===== config.mk =====
export PLATFORM = sky130hd
export DESIGN_NAME = pm_csr
export DESIGN_NICKNAME = d
export VERILOG_FILES = /design/src/hdl/pm_csr_pkg.sv /design/src/hdl/power_fig_table.sv /design/src/hdl/pm_csr.sv
export SDC_FILE = /design/constraint.sdc
export NUM_CORES = 1
export LEC_CHECK = 0
export BUFFER_PORTS_ARGS = -buffer_cell sky130_fd_sc_hd__buf_2
export CAP_MARGIN = 15
export CORE_ASPECT_RATIO = 1.4
export CORE_MARGIN = 5
export CORE_UTILIZATION = 57
export CTS_CLUSTER_SIZE = 10
export DETAILED_ROUTE_END_ITERATION = 8
export PLACE_DENSITY = 0.79
export SLEW_MARGIN = 25
export SYNTH_ARGS = -nofsm -noshare
export SYNTH_HDL_FRONTEND = slang
export SYNTH_SLANG_ARGS = --single-unit

===== constraint.sdc =====
create_clock -name ref_clk -period 1.64 [get_ports ref_clk]
set_input_delay 0.328 -clock ref_clk [delete_from_list [all_inputs] [get_ports ref_clk]]
set_output_delay 0.328 -clock ref_clk [all_outputs]
set_load 0.03 [all_outputs]

===== src/hdl/pm_csr_pkg.sv =====
// Constants, types and field layout for the power management control/status bank
package pm_csr_pkg;

  // Field positions in the control/status word
  localparam int STAT_BIT = 15;
  localparam int SCALE_HI = 14;
  localparam int SCALE_LO = 13;
  localparam int SEL_HI = 12;
  localparam int SEL_LO = 9;
  localparam int WEN_BIT = 8;
  localparam int RSVD_HI = 7;
  localparam int RSVD_LO = 2;
  localparam int PST_HI = 1;
  localparam int PST_LO = 0;

  // Register choice on the configuration port
  localparam logic SEL_CSR = 1'b0;
  localparam logic SEL_PDATA = 1'b1;

  // Power state encodings as the host writes them
  localparam logic [1:0] PST_D0 = 2'h0;
  localparam logic [1:0] PST_D1 = 2'h1;
  localparam logic [1:0] PST_D2 = 2'h2;
  localparam logic [1:0] PST_D3 = 2'h3;

  // Scale codes: reserved, 0.1 W, 0.01 W, 0.001 W per count
  localparam logic [1:0] SCALE_RSVD = 2'h0;
  localparam logic [1:0] SCALE_100MW = 2'h1;
  localparam logic [1:0] SCALE_10MW = 2'h2;
  localparam logic [1:0] SCALE_1MW = 2'h3;

  // Select decode: bit 3 picks dissipated, bit 2 marks an empty slot
  localparam int SEL_DISS_BIT = 3;
  localparam int SEL_VOID_BIT = 2;

  // Reset values
  localparam logic [3:0] SEL_RST = 4'h0;
  localparam logic [1:0] REQ_RST = 2'h0;
  localparam logic [7:0] PDATA_RST = 8'h00;
  localparam logic [1:0] SCALE_RST = 2'h0;

  // Widths
  localparam int PDATA_W = 8;
  localparam int FIG_W = 10;
  localparam int FIG_DEPTH = 8;
  localparam int FIG_AW = 3;

  // One host access on the configuration port
  typedef struct packed {
    logic wr;
    logic rd;
    logic sel;
    logic [1:0] be;
    logic [15:0] wdata;
  } cfg_req_t;

  // One entry of the power figure table: scale code over the data count
  typedef struct packed {
    logic [1:0] scale;
    logic [7:0] value;
  } power_fig_t;

  // Initialization write into the power figure table
  typedef struct packed {
    logic wr;
    logic [2:0] addr;
    power_fig_t fig;
  } fig_init_t;

endpackage : pm_csr_pkg


===== src/hdl/power_fig_table.sv =====
// Small table holding the power figures and their scale codes
`timescale 1ns/1ps
module power_fig_table #(
  parameter int DEPTH = pm_csr_pkg::FIG_DEPTH,
  parameter int AW = pm_csr_pkg::FIG_AW
) (
  // Clock and reset
  input wire logic ref_clk,
  input wire logic srst,
  // Initialization load
  input wire pm_csr_pkg::fig_init_t init,
  // Lookup by select value
  input wire logic [3:0] sel,
  output pm_csr_pkg::power_fig_t fig
);
  import pm_csr_pkg::*;

  // Whole state: table entries plus registered read word
  typedef struct packed {
    power_fig_t [DEPTH-1:0] mem;
    power_fig_t rd;
  } fig_state_t;

  fig_state_t st_r;
  fig_state_t st_nxt;
  logic [AW-1:0] idx; // Entry index: consumed 0..3, dissipated 4..7

  // Drop the empty-slot bit so dissipated figures follow consumed ones
  assign idx = AW'({sel[SEL_DISS_BIT], sel[1:0]});

  // Next state: load on init, read out selected entry
  always_comb begin
    st_nxt = st_r;
    if (init.wr) begin
      st_nxt.mem[init.addr] = init.fig;
    end
    if (sel[SEL_VOID_BIT]) begin
      // Empty select slots give no figure and no scale
      st_nxt.rd = '0;
    end else begin
      st_nxt.rd = st_r.mem[idx];
    end
  end

  // Table contents are lost on reset and stay zero until rewritten through init
  always_ff @(posedge ref_clk) begin
    if (srst) begin
      st_r <= '0;
    end else begin
      st_r <= st_nxt;
    end
  end

  assign fig = st_r.rd;

endmodule : power_fig_table


===== src/hdl/pm_csr.sv =====
// Power management control/status register bank with wake event logic
`timescale 1ns/1ps
module pm_csr (
  // Clock, bus reset and power-on reset
  input wire logic ref_clk,
  input wire logic srst,
  input wire logic por,
  // Auxiliary supply present
  input wire logic aux_power_detect,
  // Host configuration access
  input wire pm_csr_pkg::cfg_req_t cfg_req,
  output logic [15:0] cfg_rdata,
  output logic cfg_ack,
  // Power figure initialization
  input wire pm_csr_pkg::fig_init_t fig_init,
  // DSP power management side
  input wire logic [1:0] dsp_current_state,
  output logic [1:0] dsp_requested_state,
  output logic dsp_pm_int,
  output logic dsp_warm_rst,
  // Wake event and open-drain wake pin
  input wire logic pm_event,
  output logic pme_n_out,
  output logic pme_oe
);
  import pm_csr_pkg::*;

  // Whole state of the bank
  typedef struct packed {
    logic stat;          // Sticky wake event status
    logic wen;           // Sticky wake assertion enable
    logic [3:0] sel;     // Power figure select
    logic [1:0] req;     // Requested state toward the DSP
    logic pm_int;        // One-cycle interrupt to the DSP
    logic warm_rst;      // One-cycle warm reset to the DSP
    logic ack;           // One-cycle access completion
    logic [15:0] rdata;  // Registered read word
  } csr_state_t;

  csr_state_t st_r;
  csr_state_t st_nxt;
  power_fig_t fig;          // Currently selected figure and scale
  logic [15:0] csr_word;    // Assembled control/status read value
  logic wr_csr;             // Write hitting the control/status word
  logic wr_lo;              // Low byte enabled
  logic wr_hi;              // High byte enabled
  logic [1:0] wr_pst;       // Written power state
  logic pst_legal;          // Written state is supported

  // Figure table sits on the select register
  power_fig_table #(
    .DEPTH(FIG_DEPTH),
    .AW(FIG_AW)
  ) u_fig (
    .ref_clk(ref_clk),
    .srst(srst | por),
    .init(fig_init),
    .sel(st_r.sel),
    .fig(fig)
  );

  // Write decode
  assign wr_csr = cfg_req.wr && (cfg_req.sel == SEL_CSR);
  assign wr_lo = wr_csr && cfg_req.be[0];
  assign wr_hi = wr_csr && cfg_req.be[1];
  assign wr_pst = cfg_req.wdata[PST_HI:PST_LO];
  // D1 and D2 are not offered, so only D0 and D3 pass
  assign pst_legal = (wr_pst == PST_D0) || (wr_pst == PST_D3);

  // Read word assembly
  always_comb begin
    csr_word = '0;
    csr_word[STAT_BIT] = st_r.stat;
    csr_word[SCALE_HI:SCALE_LO] = fig.scale;
    csr_word[SEL_HI:SEL_LO] = st_r.sel;
    csr_word[WEN_BIT] = st_r.wen;
    // State field shows where the DSP is, not what was asked for
    csr_word[PST_HI:PST_LO] = dsp_current_state;
  end

  // Next-state logic
  always_comb begin
    st_nxt = st_r;
    st_nxt.pm_int = 1'b0;
    st_nxt.warm_rst = 1'b0;
    st_nxt.ack = 1'b0;
    if (srst) begin
      // Bus reset: sticky bits survive only on auxiliary power
      if (!aux_power_detect) begin
        st_nxt.stat = 1'b0;
        st_nxt.wen = 1'b0;
      end
      st_nxt.sel = SEL_RST;
      st_nxt.req = REQ_RST;
      st_nxt.rdata = '0;
    end else begin
      // Every access completes, legal or not
      st_nxt.ack = cfg_req.wr | cfg_req.rd;
      if (cfg_req.rd) begin
        if (cfg_req.sel == SEL_PDATA) begin
          st_nxt.rdata = {8'h00, fig.value};
        end else begin
          st_nxt.rdata = csr_word;
        end
      end
      if (wr_hi) begin
        st_nxt.sel = cfg_req.wdata[SEL_HI:SEL_LO];
        st_nxt.wen = cfg_req.wdata[WEN_BIT];
      end
      // Write-one clears, but an event in the same cycle still lands
      if (wr_hi && cfg_req.wdata[STAT_BIT]) begin
        st_nxt.stat = 1'b0;
      end
      if (pm_event) begin
        st_nxt.stat = 1'b1;
      end
      // Reserved bits 7..2 are not stored at all
      if (wr_lo && pst_legal && (wr_pst != st_r.req)) begin
        st_nxt.req = wr_pst;
        // Leaving D3 for D0 restarts the DSP; anything else interrupts
        if ((st_r.req == PST_D3) && (wr_pst == PST_D0)) begin
          st_nxt.warm_rst = 1'b1;
        end else begin
          st_nxt.pm_int = 1'b1;
        end
      end
      // Equal or unsupported requests fall through with no effect
    end
  end

  // Power-on reset clears everything, sticky bits included
  always_ff @(posedge ref_clk) begin
    if (por) begin
      st_r <= '0;
    end else begin
      st_r <= st_nxt;
    end
  end

  // Outputs
  assign cfg_rdata = st_r.rdata;
  assign cfg_ack = st_r.ack;
  assign dsp_requested_state = st_r.req;
  assign dsp_pm_int = st_r.pm_int;
  assign dsp_warm_rst = st_r.warm_rst;
  // Open-drain wake pin pulls low only while event and enable are both set
  assign pme_n_out = 1'b0;
  assign pme_oe = st_r.stat & st_r.wen;

endmodule : pm_csr


**Yosys cells after proc, flatten, opt, wreduce, memory -nomap -nowiden**

Cells that the tools add are included.

- Register bits: 117
- Word-level logic and storage cells: 69

- Magnitude comparators: 3
- Equality and inequality tests: 4
- Mux-type cells: 14
- Bitwise gates (word level): 5
- Reductions and logical operators: 17

Operator list:

| cell | number |
|---|---|
| 80-bit bitwise mux | 1 |
| 10-bit binary-select mux with 3-bit select | 1 |
| 10-bit demux with 3-bit select | 1 |
| 10-bit 2-to-1 mux | 2 |
| 16-bit 2-to-1 mux | 1 |
| 1-bit logical AND | 8 |
| 3-bit by 4-bit less-than comparator with 1-bit output, second input constant | 2 |
| 8-bit 2-to-1 mux | 1 |
| 5-bit 2-to-1 mux | 1 |
| 2-bit equality test, second input constant | 2 |
| 1-bit 2-to-1 mux | 4 |
| 4-bit 2-to-1 mux | 1 |
| 2-bit AND reduction | 2 |
| 2-bit OR reduction | 2 |
| 3-bit by 1-bit >= comparator with 1-bit output, second input constant | 1 |
| 3-bit nonzero test | 1 |
| 3-bit OR reduction | 1 |
| 2-bit zero test | 1 |
| 2-bit 2-to-1 mux | 1 |
| 2-bit != test | 1 |
| 2-bit != test, second input constant | 1 |
| 1-bit NOT | 2 |
| 1-bit OR | 2 |
| 2-bit nonzero test | 1 |
| other kinds (2) | 2 |

**Longest topological paths before layout**

Gate-level depths: netlist (run 1).

- Depth in word-level cells: 7
- Mapped depth: 5
- Gate-level depth less buffers: 5

**Hierarchy**

From an unflattened synthesis (run 1), not the netlist that was laid out.

- Cell total of the unflattened synthesis: 596
- Area total of the unflattened synthesis: 5,087.4 µm²

By module, submodules not included:

| module | instances | cells an instance | area each (µm²) |
|---|---|---|---|
| power_fig_table | 1 | 474 | 3,956.3 |
| pm_csr | 1 | 122 | 1,131.1 |

**Worst setup path after synthesis (run 1)**

Ideal clock, no wire load.

- Path kind: input to register
- Start: in cfg_req[0] (netlist name)
- End: reg st_r, in the netlist dsp_requested_state[1]
- Library setup time: 0.128 ns
- Arrival time: 1.163 ns
- Required time: 1.512 ns
- Path slack: 0.349 ns
- Stages: 5
- Path buffers: 0
- Cells stage by stage: inv_1 ha_1 and4bb_2 mux2i_1 nor2_1

- Word-level cells in the longest chain between the ends: 4
- Elaborated cells between the ends (all ways): 6
- Those cells by class: eq/ne (2); reduce/logical (4)

RTL lines:

| item | RTL line | source |
|---|---|---|
| from (decl) | pm_csr.sv:11 | `input wire pm_csr_pkg::cfg_req_t cfg_req,` |
| 2-bit equality test / 2-bit zero test (equally long branches) | pm_csr.sv:68 | `assign pst_legal = (wr_pst == PST_D0) \|\| (wr_pst == PST_D3);` |
| 1-bit logical OR | pm_csr.sv:68 |  |
| 1-bit logical AND | pm_csr.sv:118 | `if (wr_lo && pst_legal && (wr_pst != st_r.req)) begin` |
| 1-bit logical AND * | pm_csr.sv:118 |  |
| to (signal assigned) | pm_csr.sv:136 | `st_r <= st_nxt;` |
| to (decl) | pm_csr.sv:40 | `csr_state_t st_r;` |

Every way passes the cells marked *; elsewhere a longest branch is shown, timed or not.
A chain may end at the register's enable or synchronous reset.

**Final worst setup path (run 1)**

- Start: reg st_r, in the netlist csr_word[12]
- End: reg u_fig.st_r, in the netlist u_fig.fig[1]

- Word-level cells in the longest chain between the ends: 2

RTL lines:

| item | RTL line | source |
|---|---|---|
| 10-bit binary-select mux with 3-bit select | power_fig_table.sv:41 | `st_nxt.rd = st_r.mem[idx];` |
| 10-bit 2-to-1 mux (implied by the code) | power_fig_table.sv:41 |  |
| to (signal assigned) | power_fig_table.sv:50 | `st_r <= st_nxt;` |
| to (decl) | power_fig_table.sv:24 | `fig_state_t st_r;` |

No other way between the ends. The select of a mux whose other input is x is not followed.

==> results of run 1 <==
==> metal layers <==
layer,vias up,wire (µm),track usage [%]
met5,-,13,0
met2,186,6210,40.0
met3,47,884,5.50
met4,2,559,13.8
li1,2062,-,-
met1,2022,4870,27.7
==> Yosys cell counts <==
library cell,count,area (µm²)
nand2_1,163,612
dfxtp_1,117,2340
a21oi_1,95,475
mux2i_1,48,480
a22o_1,20,175
nor2_1,19,71.3
buf_4,18,135
buf_6,10,113
nand3b_1,10,75.1
nor3_1,10,50.1
clkbuf_1,9,33.8
nand2b_1,9,56.3
nor2b_1,9,56.3
buf_2,8,40.0
buf_1,6,22.5
and4bb_2,4,50.1
a211oi_1,3,22.5
and2_1,3,18.8
and4b_1,3,30.0
nand4b_1,3,26.3
nand4bb_1,3,33.8
inv_1,2,7.51
xor2_1,2,17.5
a32o_1,1,10.0
and4_1,1,8.76
clkbuf_2,1,5.00
conb_1,1,3.75
ha_1,1,12.5
nand3_1,1,5.00
nand4_1,1,6.26
nor4b_4,1,23.8
nor4bb_1,1,10.0
o21ai_0,1,5.00
or2_2,1,6.26
or3_1,1,6.26
or4b_1,1,10.0
==> worst max-delay path, cell delays in order (launching register included) <==
cell and delay (ps):
dfxtp_1 430, nor2b_2 510, a22o_1 280, nor3_1 60
==> worst max-delay path by stage <==
stage / to / slack (ps) / startpoint / depth (start not counted)
after floorplan: dsp_requested_state[1]$_SDFFE_PP0P_ / 350 / cfg_req[0] / 5
after global placement: u_fig.fig[9]$_SDFF_PP0_ / 80 / csr_word[12]$_SDFFE_PP0N_ / 3
after detailed placement: u_fig.fig[1]$_SDFF_PP0_ / 40 / csr_word[12]$_SDFFE_PP0N_ / 3
after CTS: u_fig.fig[4]$_SDFF_PP0_ / 60 / csr_word[9]$_SDFFE_PP0N_ / 3
after global routing: u_fig.fig[1]$_SDFF_PP0_ / 150 / csr_word[12]$_SDFFE_PP0N_ / 3
final: u_fig.fig[1]$_SDFF_PP0_ / 220 / csr_word[12]$_SDFFE_PP0N_ / 3
==> cell families (layout without fill, tap and decap cells) <==
family | after synthesis | count (layout) | synth area share, %
DFF | 117 | 117 | 46.3
and+or+nand+nor | 244 | 244 | 22.9
muxes | 48 | 48 | 9.50
adders and majority gates | 1 | 1 | 0.247
buffers and inverters | 54 | 107 | 7.05
other | 1 | 1 | 0.0741
xor gates and xnor gates | 2 | 2 | 0.346
AOI/OAI and AO/OA | 120 | 120 | 13.6
==> sequential cells by signal, indices dropped and copies added, names as in the netlist <==
| signal | count |
|---|---|
| dsp_pm_int | 1 |
| u_fig.st_r | 80 |
| u_fig.fig | 10 |
| dsp_requested_state | 2 |
| cfg_ack | 1 |
| dsp_warm_rst | 1 |
| csr_word | 6 |
| cfg_rdata | 16 |
==> where the power goes <==
part	switching (mW)	internal (mW)
sequential	0.0147	2.88
combinational	0.234	0.134
clock	1.17	2.34
==> repair_timing <==
action	CTS	global route
cloned	0	0
hold buffers	0	0
resized for setup	1	1
setup endpoints to repair	1	3
==> cells in the final DEF, fill, tap and decap left out, drive strengths merged <==
master / count
and4bb: 4
or2: 1
nor3: 10
clkinv: 2
xor2: 2
nand3: 1
nand4b: 3
or4b: 1
nand4bb: 3
a211oi: 3
inv: 2
nor2: 19
mux2i: 48
nor2b: 9
clkbuf: 27
o21ai: 1
nand2b: 9
conb: 1
nand3b: 10
bufinv: 1
or3: 1
and2: 3
buf: 75
a22o: 20
nor4bb: 1
and4b: 3
and4: 1
nand2: 163
nand4: 1
ha: 1
dfxtp: 117
a32o: 1
a21oi: 95
nor4b: 1
==> area by class of cell <==
class	count	area, µm²	area share (%)
clock buffer	27	533	9.06
clock inverter	3	40.0	0.681
inverter	2	7.51	0.128
multi-input combinational	416	2360	40.2
sequential	117	2340	39.8
tap	105	131	2.23
timing repair buffer	75	463	7.87
==> per-stage QoR <==
step / power, mW / std cells / util, %
after floorplan: 3.21 / 587 / -
after global placement: 3.30 / 715 / 61.6
after detailed placement: 3.31 / 715 / 61.6
after CTS: 6.78 / 745 / 68.3
after global routing: 6.95 / 745 / 68.3
final: 6.77 / 745 / 68.3
==> results.json, run 1 <==
{
  "vdd_drop_max_mv": 0.788,
  "status": "complete, no violations",
  "setup_ws_ps": 221,
  "grt_pass1_vias": 4140,
  "fin_nets": 672,
  "drive_gt1_share_pct": 17.3,
  "synth_nets": 630,
  "synth-seq-cells": 117,
  "synth.distinct_cells": 36,
  "fp.dieW_um": 89.6,
  "vias_per_cell": 5.80,
  "die_y_um": 121,
  "fin_crit_ps": 1420,
  "hold_class": "in2reg",
  "finalSetupViolCount": 0,
  "hold_path_end": "csr_word[8]$_SDFFE_PP0P_",
  "drtIter0Drc": 381,
  "timing.rr.start": "csr_word[12]$_SDFFE_PP0N_",
  "dr.pass1.iters": 5,
  "drtAntennaViolNets": 0,
  "antenna_found_initial": 1,
  "fin_skew_ps": 4.11,
  "place_congestion": 0.812,
  "hold_viol": 0,
  "rsz0062_at_grt": "false",
  "crit_type": "reg2reg",
  "postCtsSetupRepairBufs": 0,
  "ys_seq_area_share_pct": 46.3,
  "io_pins": 65,
  "nFillCells": 673,
  "vias": 4319,
  "p_per_area_nw_per_um2": 1150,
  "dp_hpwl_um": 8010,
  "reg2reg_to": "u_fig.fig[1]$_SDFF_PP0_",
  "grt.total_usage_pct": 24.1,
  "antennaDiodeCount": 0,
  "numPortBuffers": 55,
  "tightestPinTransition_ps": 535,
  "syn-instance-count": 587,
  "cts_tree": "yes",
  "power_leakage_nw": 2.07,
  "holdPathStages": 2,
  "drcViolationCount": 0,
  "period_share_pct": 86.5,
  "start_util_pct": 58.7,
  "wire_per_inst_um": 16.8,
  "start_kind": "flip-flop",
  "relSlewSlack_pct": 64.3,
  "clock_latency_ps": 410,
  "crit_arrival_ps": 1690,
  "grt.overflow.total": 0,
  "dp_slack_ps": 43.8,
  "grt_max_degree": 53,
  "maxCapViolations": 0,
  "avgSynthCellArea_um2": 8.62,
  "ys.warnings.count": 0,
  "syn_to_final_growth_pct": 16.3,
  "numCtsBuffers": 17,
  "clockBufferDepth": 2,
  "fp.coreArea_um2": 8610,
  "cp_max_fo": 10,
  "hold_ws_ps": 137,
  "cts_root_buf": "clkbuf_16",
  "reg2reg_depth": 3,
  "grt_first_pass_wirelength_um": 19900,
  "slew_violations": 0,
  "htree_levels": 4,
  "finalWirelength_um": 12500,
  "fmaxAchievable_ghz": 0.705,
  "hold_path_startpoint": "por",
  "clk_pin_slew_worst_paths_ps": 50,
  "reg2reg_slack_ps": 220,
  "worst_ep_required_time_ps": 1910,
  "crit_path_end_kind": "flip-flop",
  "synth_area_um2": 5060,
  "setup_tns_ps": 0,
  "dpl-instance-area_um2": 5300,
  "row_count": 40,
  "cts.sinks": 117,
  "design_area_um2": 5880,
  "die-area_um2": 10900
}
No activity file was read; power rests on OpenSTA's default activity.
==> run 2: changes to the inputs <==
- CORE_UTILIZATION: 57 -> 56
- PLACE_DENSITY: 0.79 -> 0.78
- SYNTH_HIERARCHICAL: default -> 1
==> results.json, run 2 <==
{
  "status": "complete, no violations",
  "synthArstFlopShare_pct": 0,
  "vias": 4292,
  "relSlewSlack_pct": 46.4,
  "regArea_um2": 2340,
  "drtIter0Drc": 246,
  "drt-met1-wl_um": 4810,
  "avgSynthCellArea_um2": 8.54,
  "finalSetupViolCount": 0,
  "hold_class": "in2reg",
  "nFillCells": 729,
  "period_share_pct": 94.7,
  "htree_levels": 4,
  "reg2reg_slack_ps": 90,
  "grt_first_pass_wirelength_um": 20000,
  "vdd_drop_max_mv": 0.912,
  "dp_hpwl_um": 7810,
  "power_leakage_nw": 2.08,
  "syn-instance-count": 596,
  "synth.distinct_cells": 35,
  "synth.largest_area_cell": "dfxtp_1",
  "crit_type": "reg2reg",
  "cts.sinks": 117,
  "synthFlopType": "dfxtp_1",
  "yosys.area.top_type_share_pct": 46.0,
  "clock_latency_ps": 410,
  "cts_root_buf": "clkbuf_16",
  "rsz0062_at_grt": "false",
  "holdPathStages": 2,
  "drcViolationCount": 0,
  "synth.most_common_cell": "nand2_1",
  "multiInputGateArea_um2": 2370,
  "vias_per_cell": 5.74,
  "synth_nets": 639,
  "hold_path_end": "csr_word[8]$_SDFFE_PP0P_",
  "start_util_pct": 57.0,
  "reg2reg_depth": 3,
  "cts_tree": "yes",
  "hold_path_startpoint": "por",
  "finalWirelength_um": 12500,
  "drive_gt1_share_pct": 18.1,
  "die-area_um2": 11100,
  "crit_path_end_kind": "flip-flop",
  "start_kind": "flip-flop",
  "die_y_um": 123,
  "setup_tns_ps": 0,
  "final_util_pct": 66.1,
  "grt_pass1_vias": 4133,
  "drtAntennaViolNets": 0,
  "synth_edf_count": 0,
  "fp.dieW_um": 90.6,
  "dr.pass1.iters": 5,
  "final_cell_mix": "nand2_1, dfxtp_1, a21oi_1, buf_2, mux2i_1",
  "p_per_area_nw_per_um2": 1180,
  "place_congestion": 0.790,
  "dpl-instance-area_um2": 5300,
  "wl_met3_um": 859,
  "fin_crit_ps": 1550,
  "grt.overflow.total": 0,
  "worst_ep_required_time_ps": 1930,
  "crit_arrival_ps": 1840,
  "fp.coreArea_um2": 8930,
  "io_pins": 65,
  "grt.total_usage_pct": 22.9,
  "ys.warnings.count": 6,
  "numPortBuffers": 55,
  "design_area_um2": 5900,
  "grt_max_degree": 104,
  "reg2reg_to": "u_fig/fig[3]$_SDFF_PP0_",
  "synth_area_um2": 5090,
  "cp_max_fo": 10,
  "top_register": "u_fig/st_r",
  "row_count": 41,
  "hold_viol": 0,
  "cts-hold-fix-buffers": 0,
  "wire_per_inst_um": 16.7,
  "slew_violations": 0,
  "ys_seq_area_share_pct": 46.0,
  "met2_length_um": 6260,
  "synth_area_leaders": "dfxtp_1, nand2_1, mux2i_1, a21oi_1, buf_4",
  "synth-seq-cells": 117,
  "fmaxAchievable_ghz": 0.644,
  "largest_reg_flops": 80,
  "final_common_cell": "nand2_1",
  "timing.rr.start": "csr_word[9]$_SDFFE_PP0N_",
  "syn_to_final_growth_pct": 15.9,
  "maxCapViolations": 0,
  "ys_top_cells_by_count": "nand2_1, dfxtp_1, a21oi_1",
  "hold_ws_ps": 104,
  "top_layer": "met4",
  "fin_skew_ps": 4.26,
  "numCtsBuffers": 17,
  "antenna_found_initial": 0,
  "clk_pin_slew_worst_paths_ps": 50,
  "finalPower_mw": 6.95,
  "antennaDiodeCount": 0,
  "tightestPinTransition_ps": 800,
  "clockBufferDepth": 2,
  "fin_nets": 671
}
[run 2: repair_timing]
action,in CTS,in global routing
gates resized for setup,0,1
buffers inserted,0,0
setup endpoints to repair,0,10
[run 2: final cells by class]
cell class / count / area share (%)
Clock buffer: 21 / 7.98
Clock inverter: 11 / 2.21
Inverter: 3 / 0.191
Multi-Input combinational cell: 415 / 40.1
Sequential cell: 117 / 39.7
Tap cell: 107 / 2.27
Timing Repair Buffer: 74 / 7.51
[run 2: through the flow]
step | instances | worst slack (ps)
4_1_cts | 748 | 48.0
6_report | 748 | 87.5
5_1_grt | 748 | 41.7
3_5_place_dp | 716 | 38.1
2_1_floorplan | 596 | 14.4
3_3_place_gp | 716 | 81.7
[run 2: how the worst max path moves through the flow]
stage / from / to / slack [ps] / depth (start not counted)
after floorplan: srst / u_fig/fig[0]$_SDFF_PP0_ / 10 / 7
final: csr_word[9]$_SDFFE_PP0N_ / u_fig/fig[3]$_SDFF_PP0_ / 90 / 3
after global routing: csr_word[9]$_SDFFE_PP0N_ / u_fig/fig[3]$_SDFF_PP0_ / 40 / 3
after CTS: csr_word[12]$_SDFFE_PP0N_ / u_fig/fig[0]$_SDFF_PP0_ / 50 / 3
after detailed placement: csr_word[12]$_SDFFE_PP0N_ / u_fig/fig[0]$_SDFF_PP0_ / 40 / 3
after global placement: csr_word[12]$_SDFFE_PP0N_ / u_fig/fig[0]$_SDFF_PP0_ / 80 / 3
[run 2: logic make-up (layout without fill, tap and decap cells)]
kind of cell	Yosys count	count (layout)	share of synthesized area [%]
buffers and inverters	64	109	7.50
flip-flops	117	117	46.0
AO/OA/AOI/OAI	120	120	13.6
other	1	1	0.0737
AND/OR/NAND/NOR	243	243	22.7
XOR/XNOR	2	2	0.344
adder cells (fa/ha/maj)	1	1	0.246
multiplexers	48	48	9.44
[run 2: layer usage]
layer,vias to the layer above,GRT usage (%)
met2,179,40.4
met1,2023,24.4
met4,0,13.2
met5,-,0
met3,35,6.32
li1,2055,-
[run 2: report_power, final]
part	internal, mW	switching (mW)
Sequential	2.87	0.0141
Clock	2.48	1.22
Combinational	0.129	0.235
Total	5.48	1.47
[run 2: worst max-delay path, stage by stage, from the launching register on]
cell and delay [ps]:
dfxtp_1 370, nor2_1 650, a22o_1 350, nor3_1 60
==> run 3: changes to the inputs <==
==> constraint.sdc (replaced) <==
create_clock -name ref_clk -period 1.64 [get_ports ref_clk]
set_input_delay 0.492 -clock ref_clk [delete_from_list [all_inputs] [get_ports ref_clk]]
set_output_delay 0.492 -clock ref_clk [all_outputs]
set_load 0.03 [all_outputs]
==> results.json, run 3 (synthesized netlist as in run 2, its figures left out) <==
{
  "status": "complete, no violations",
  "cp_max_fo": 3,
  "tightestPinTransition_ps": 594,
  "cts.sinks": 117,
  "cp_slowest_cell": "dfxtp_1",
  "path_cells": "and2_1 -> buf_2",
  "slew_violations": 0,
  "wire_per_inst_um": 16.4,
  "cts_tree": "yes",
  "crit_type": "reg2out",
  "grt_pass1_vias": 4292,
  "relSlewSlack_pct": 60.4,
  "clock_latency_ps": 400,
  "vias_per_cell": 5.70,
  "top_register": "u_fig/st_r",
  "clockBufferDepth": 2,
  "dp_hpwl_um": 8030,
  "ctsResizeCount": 1,
  "hold_class": "in2reg",
  "fp.dieW_um": 90.6,
  "drive_gt1_share_pct": 18.4,
  "p_per_area_nw_per_um2": 1100,
  "rsz0062_at_grt": "false",
  "crit_arrival_ps": 1050,
  "crit_path_max_incr_delay_ps": 340,
  "place_congestion": 0.815,
  "dp_slack_ps": 1.53,
  "vdd_drop_max_mv": 0.819,
  "grt.overflow.total": 0,
  "row_count": 41,
  "grt.total_usage_pct": 22.6,
  "numPortBuffers": 55,
  "antennaDiodeCount": 0,
  "clk_pin_slew_worst_paths_ps": 50,
  "io_pins": 65,
  "drtAntennaViolNets": 0,
  "worst_ep_required_time_ps": 1150,
  "fin_crit_ps": 1540,
  "cts-hold-fix-buffers": 0,
  "setup_tns_ps": 0,
  "htree_levels": 4,
  "finalWirelength_um": 12400,
  "maxCapViolations": 0,
  "fmaxAchievable_ghz": 0.649,
  "period_share_pct": 93.9,
  "finalSetupViolCount": 0,
  "drcViolationCount": 0,
  "fin_nets": 677,
  "largest_reg_flops": 80,
  "vias": 4291,
  "final_cell_mix": "nand2_1, dfxtp_1, a21oi_1, buf_2, mux2i_1",
  "dr.pass1.iters": 5,
  "drtIter0Drc": 354,
  "crit_path_end_kind": "primary output",
  "final_common_cell": "nand2_1",
  "hold_viol": 0,
  "antenna_found_initial": 0,
  "grt_max_degree": 104,
  "nFillCells": 744,
  "multiInputGateArea_um2": 2380,
  "regArea_um2": 2340,
  "syn_to_final_growth_pct": 16.9,
  "fin_skew_ps": 4.49,
  "postCtsSetupRepairBufs": 0,
  "die-area_um2": 11100,
  "start_util_pct": 57.0,
  "setup_ws_ps": 100,
  "start_kind": "flip-flop",
  "numCtsBuffers": 17,
  "grt_first_pass_wirelength_um": 19900,
  "cts_root_buf": "clkbuf_16",
  "fp.coreArea_um2": 8930,
  "power_leakage_nw": 2.09,
  "die_y_um": 123
}
run 3: changes by cell type in the layout (fill, tap and decap cells not counted), sizes merged:
| cell | previous run | this run |
|---|---|---|
| clkinv | 8 | 4 |
| clkbuf | 21 | 27 |
| buf | 74 | 80 |
| bufinv | 3 | 0 |
run 3: path summary, 6_finish.rpt:
kind / from / endpoint / slack [ps] / cells past startpoint
worst max-delay path: csr_word[8]$_SDFFE_PP0P_ / pme_oe / 100 / 2
worst min-delay path: pm_event / csr_word[15]$_SDFFE_PP0P_ / 310 / 2
worst max register to register: csr_word[9]$_SDFFE_PP0N_ / u_fig/fig[7]$_SDFF_PP0_ / 240 / 3
worst min register to register: u_fig/st_r[74]$_SDFFE_PP0P_ / u_fig/st_r[74]$_SDFFE_PP0P_ / 450 / 2
run 3: cell type report:
class                      count  share of cell area [%]
clock inverter                 4                   0.337
tap                          107                    2.25
sequential                   117                    39.4
multi-input combinational    415                    39.9
inverter                       3                   0.189
timing repair buffer          80                    9.26
clock buffer                  27                    8.62
run 3: critical path, delay by kind of cell (launching register included):
| kind | cells | cell delay, ps |
|---|---|---|
| flops | 1 | 340 |
| buf+inv | 1 | 180 |
| simple gates | 1 | 120 |
run 3: per-stage QoR:
step                      total power, mW  hold slack, ps  cell area (µm²)  instances  util [%]
after global placement               3.31             438             5410        722      60.6
after floorplan                      3.20             436             5110        596         -
final                                6.53             308             5950        753      66.6
after detailed placement             3.32             446             5410        722      60.6
after CTS                            6.56             295             5950        753      66.6
after global routing                 6.74             314             5950        753      66.6
run 3: layer usage:
| metal | part of all wire [%] | global-route usage (%) | vias up | wire length, µm |
|---|---|---|---|---|
| met4 | 4.5 | 14.2 | 0 | 555 |
| met1 | 39 | 23.8 | 2037 | 4760 |
| met2 | 50 | 38.6 | 144 | 6210 |
| met5 | 0 | 0 | - | 0 |
| li1 | - | - | 2073 | - |
| met3 | 6.8 | 7.60 | 37 | 842 |
run 3: power breakdown:
part | internal (mW) | leakage (nW) | switching [mW] | total, mW
sequential | 2.88 | 0.945 | 0.0137 | 2.89
combinational | 0.143 | 0.875 | 0.238 | 0.381
clock | 2.11 | 0.267 | 1.15 | 3.25
total | 5.13 | 2.09 | 1.40 | 6.53
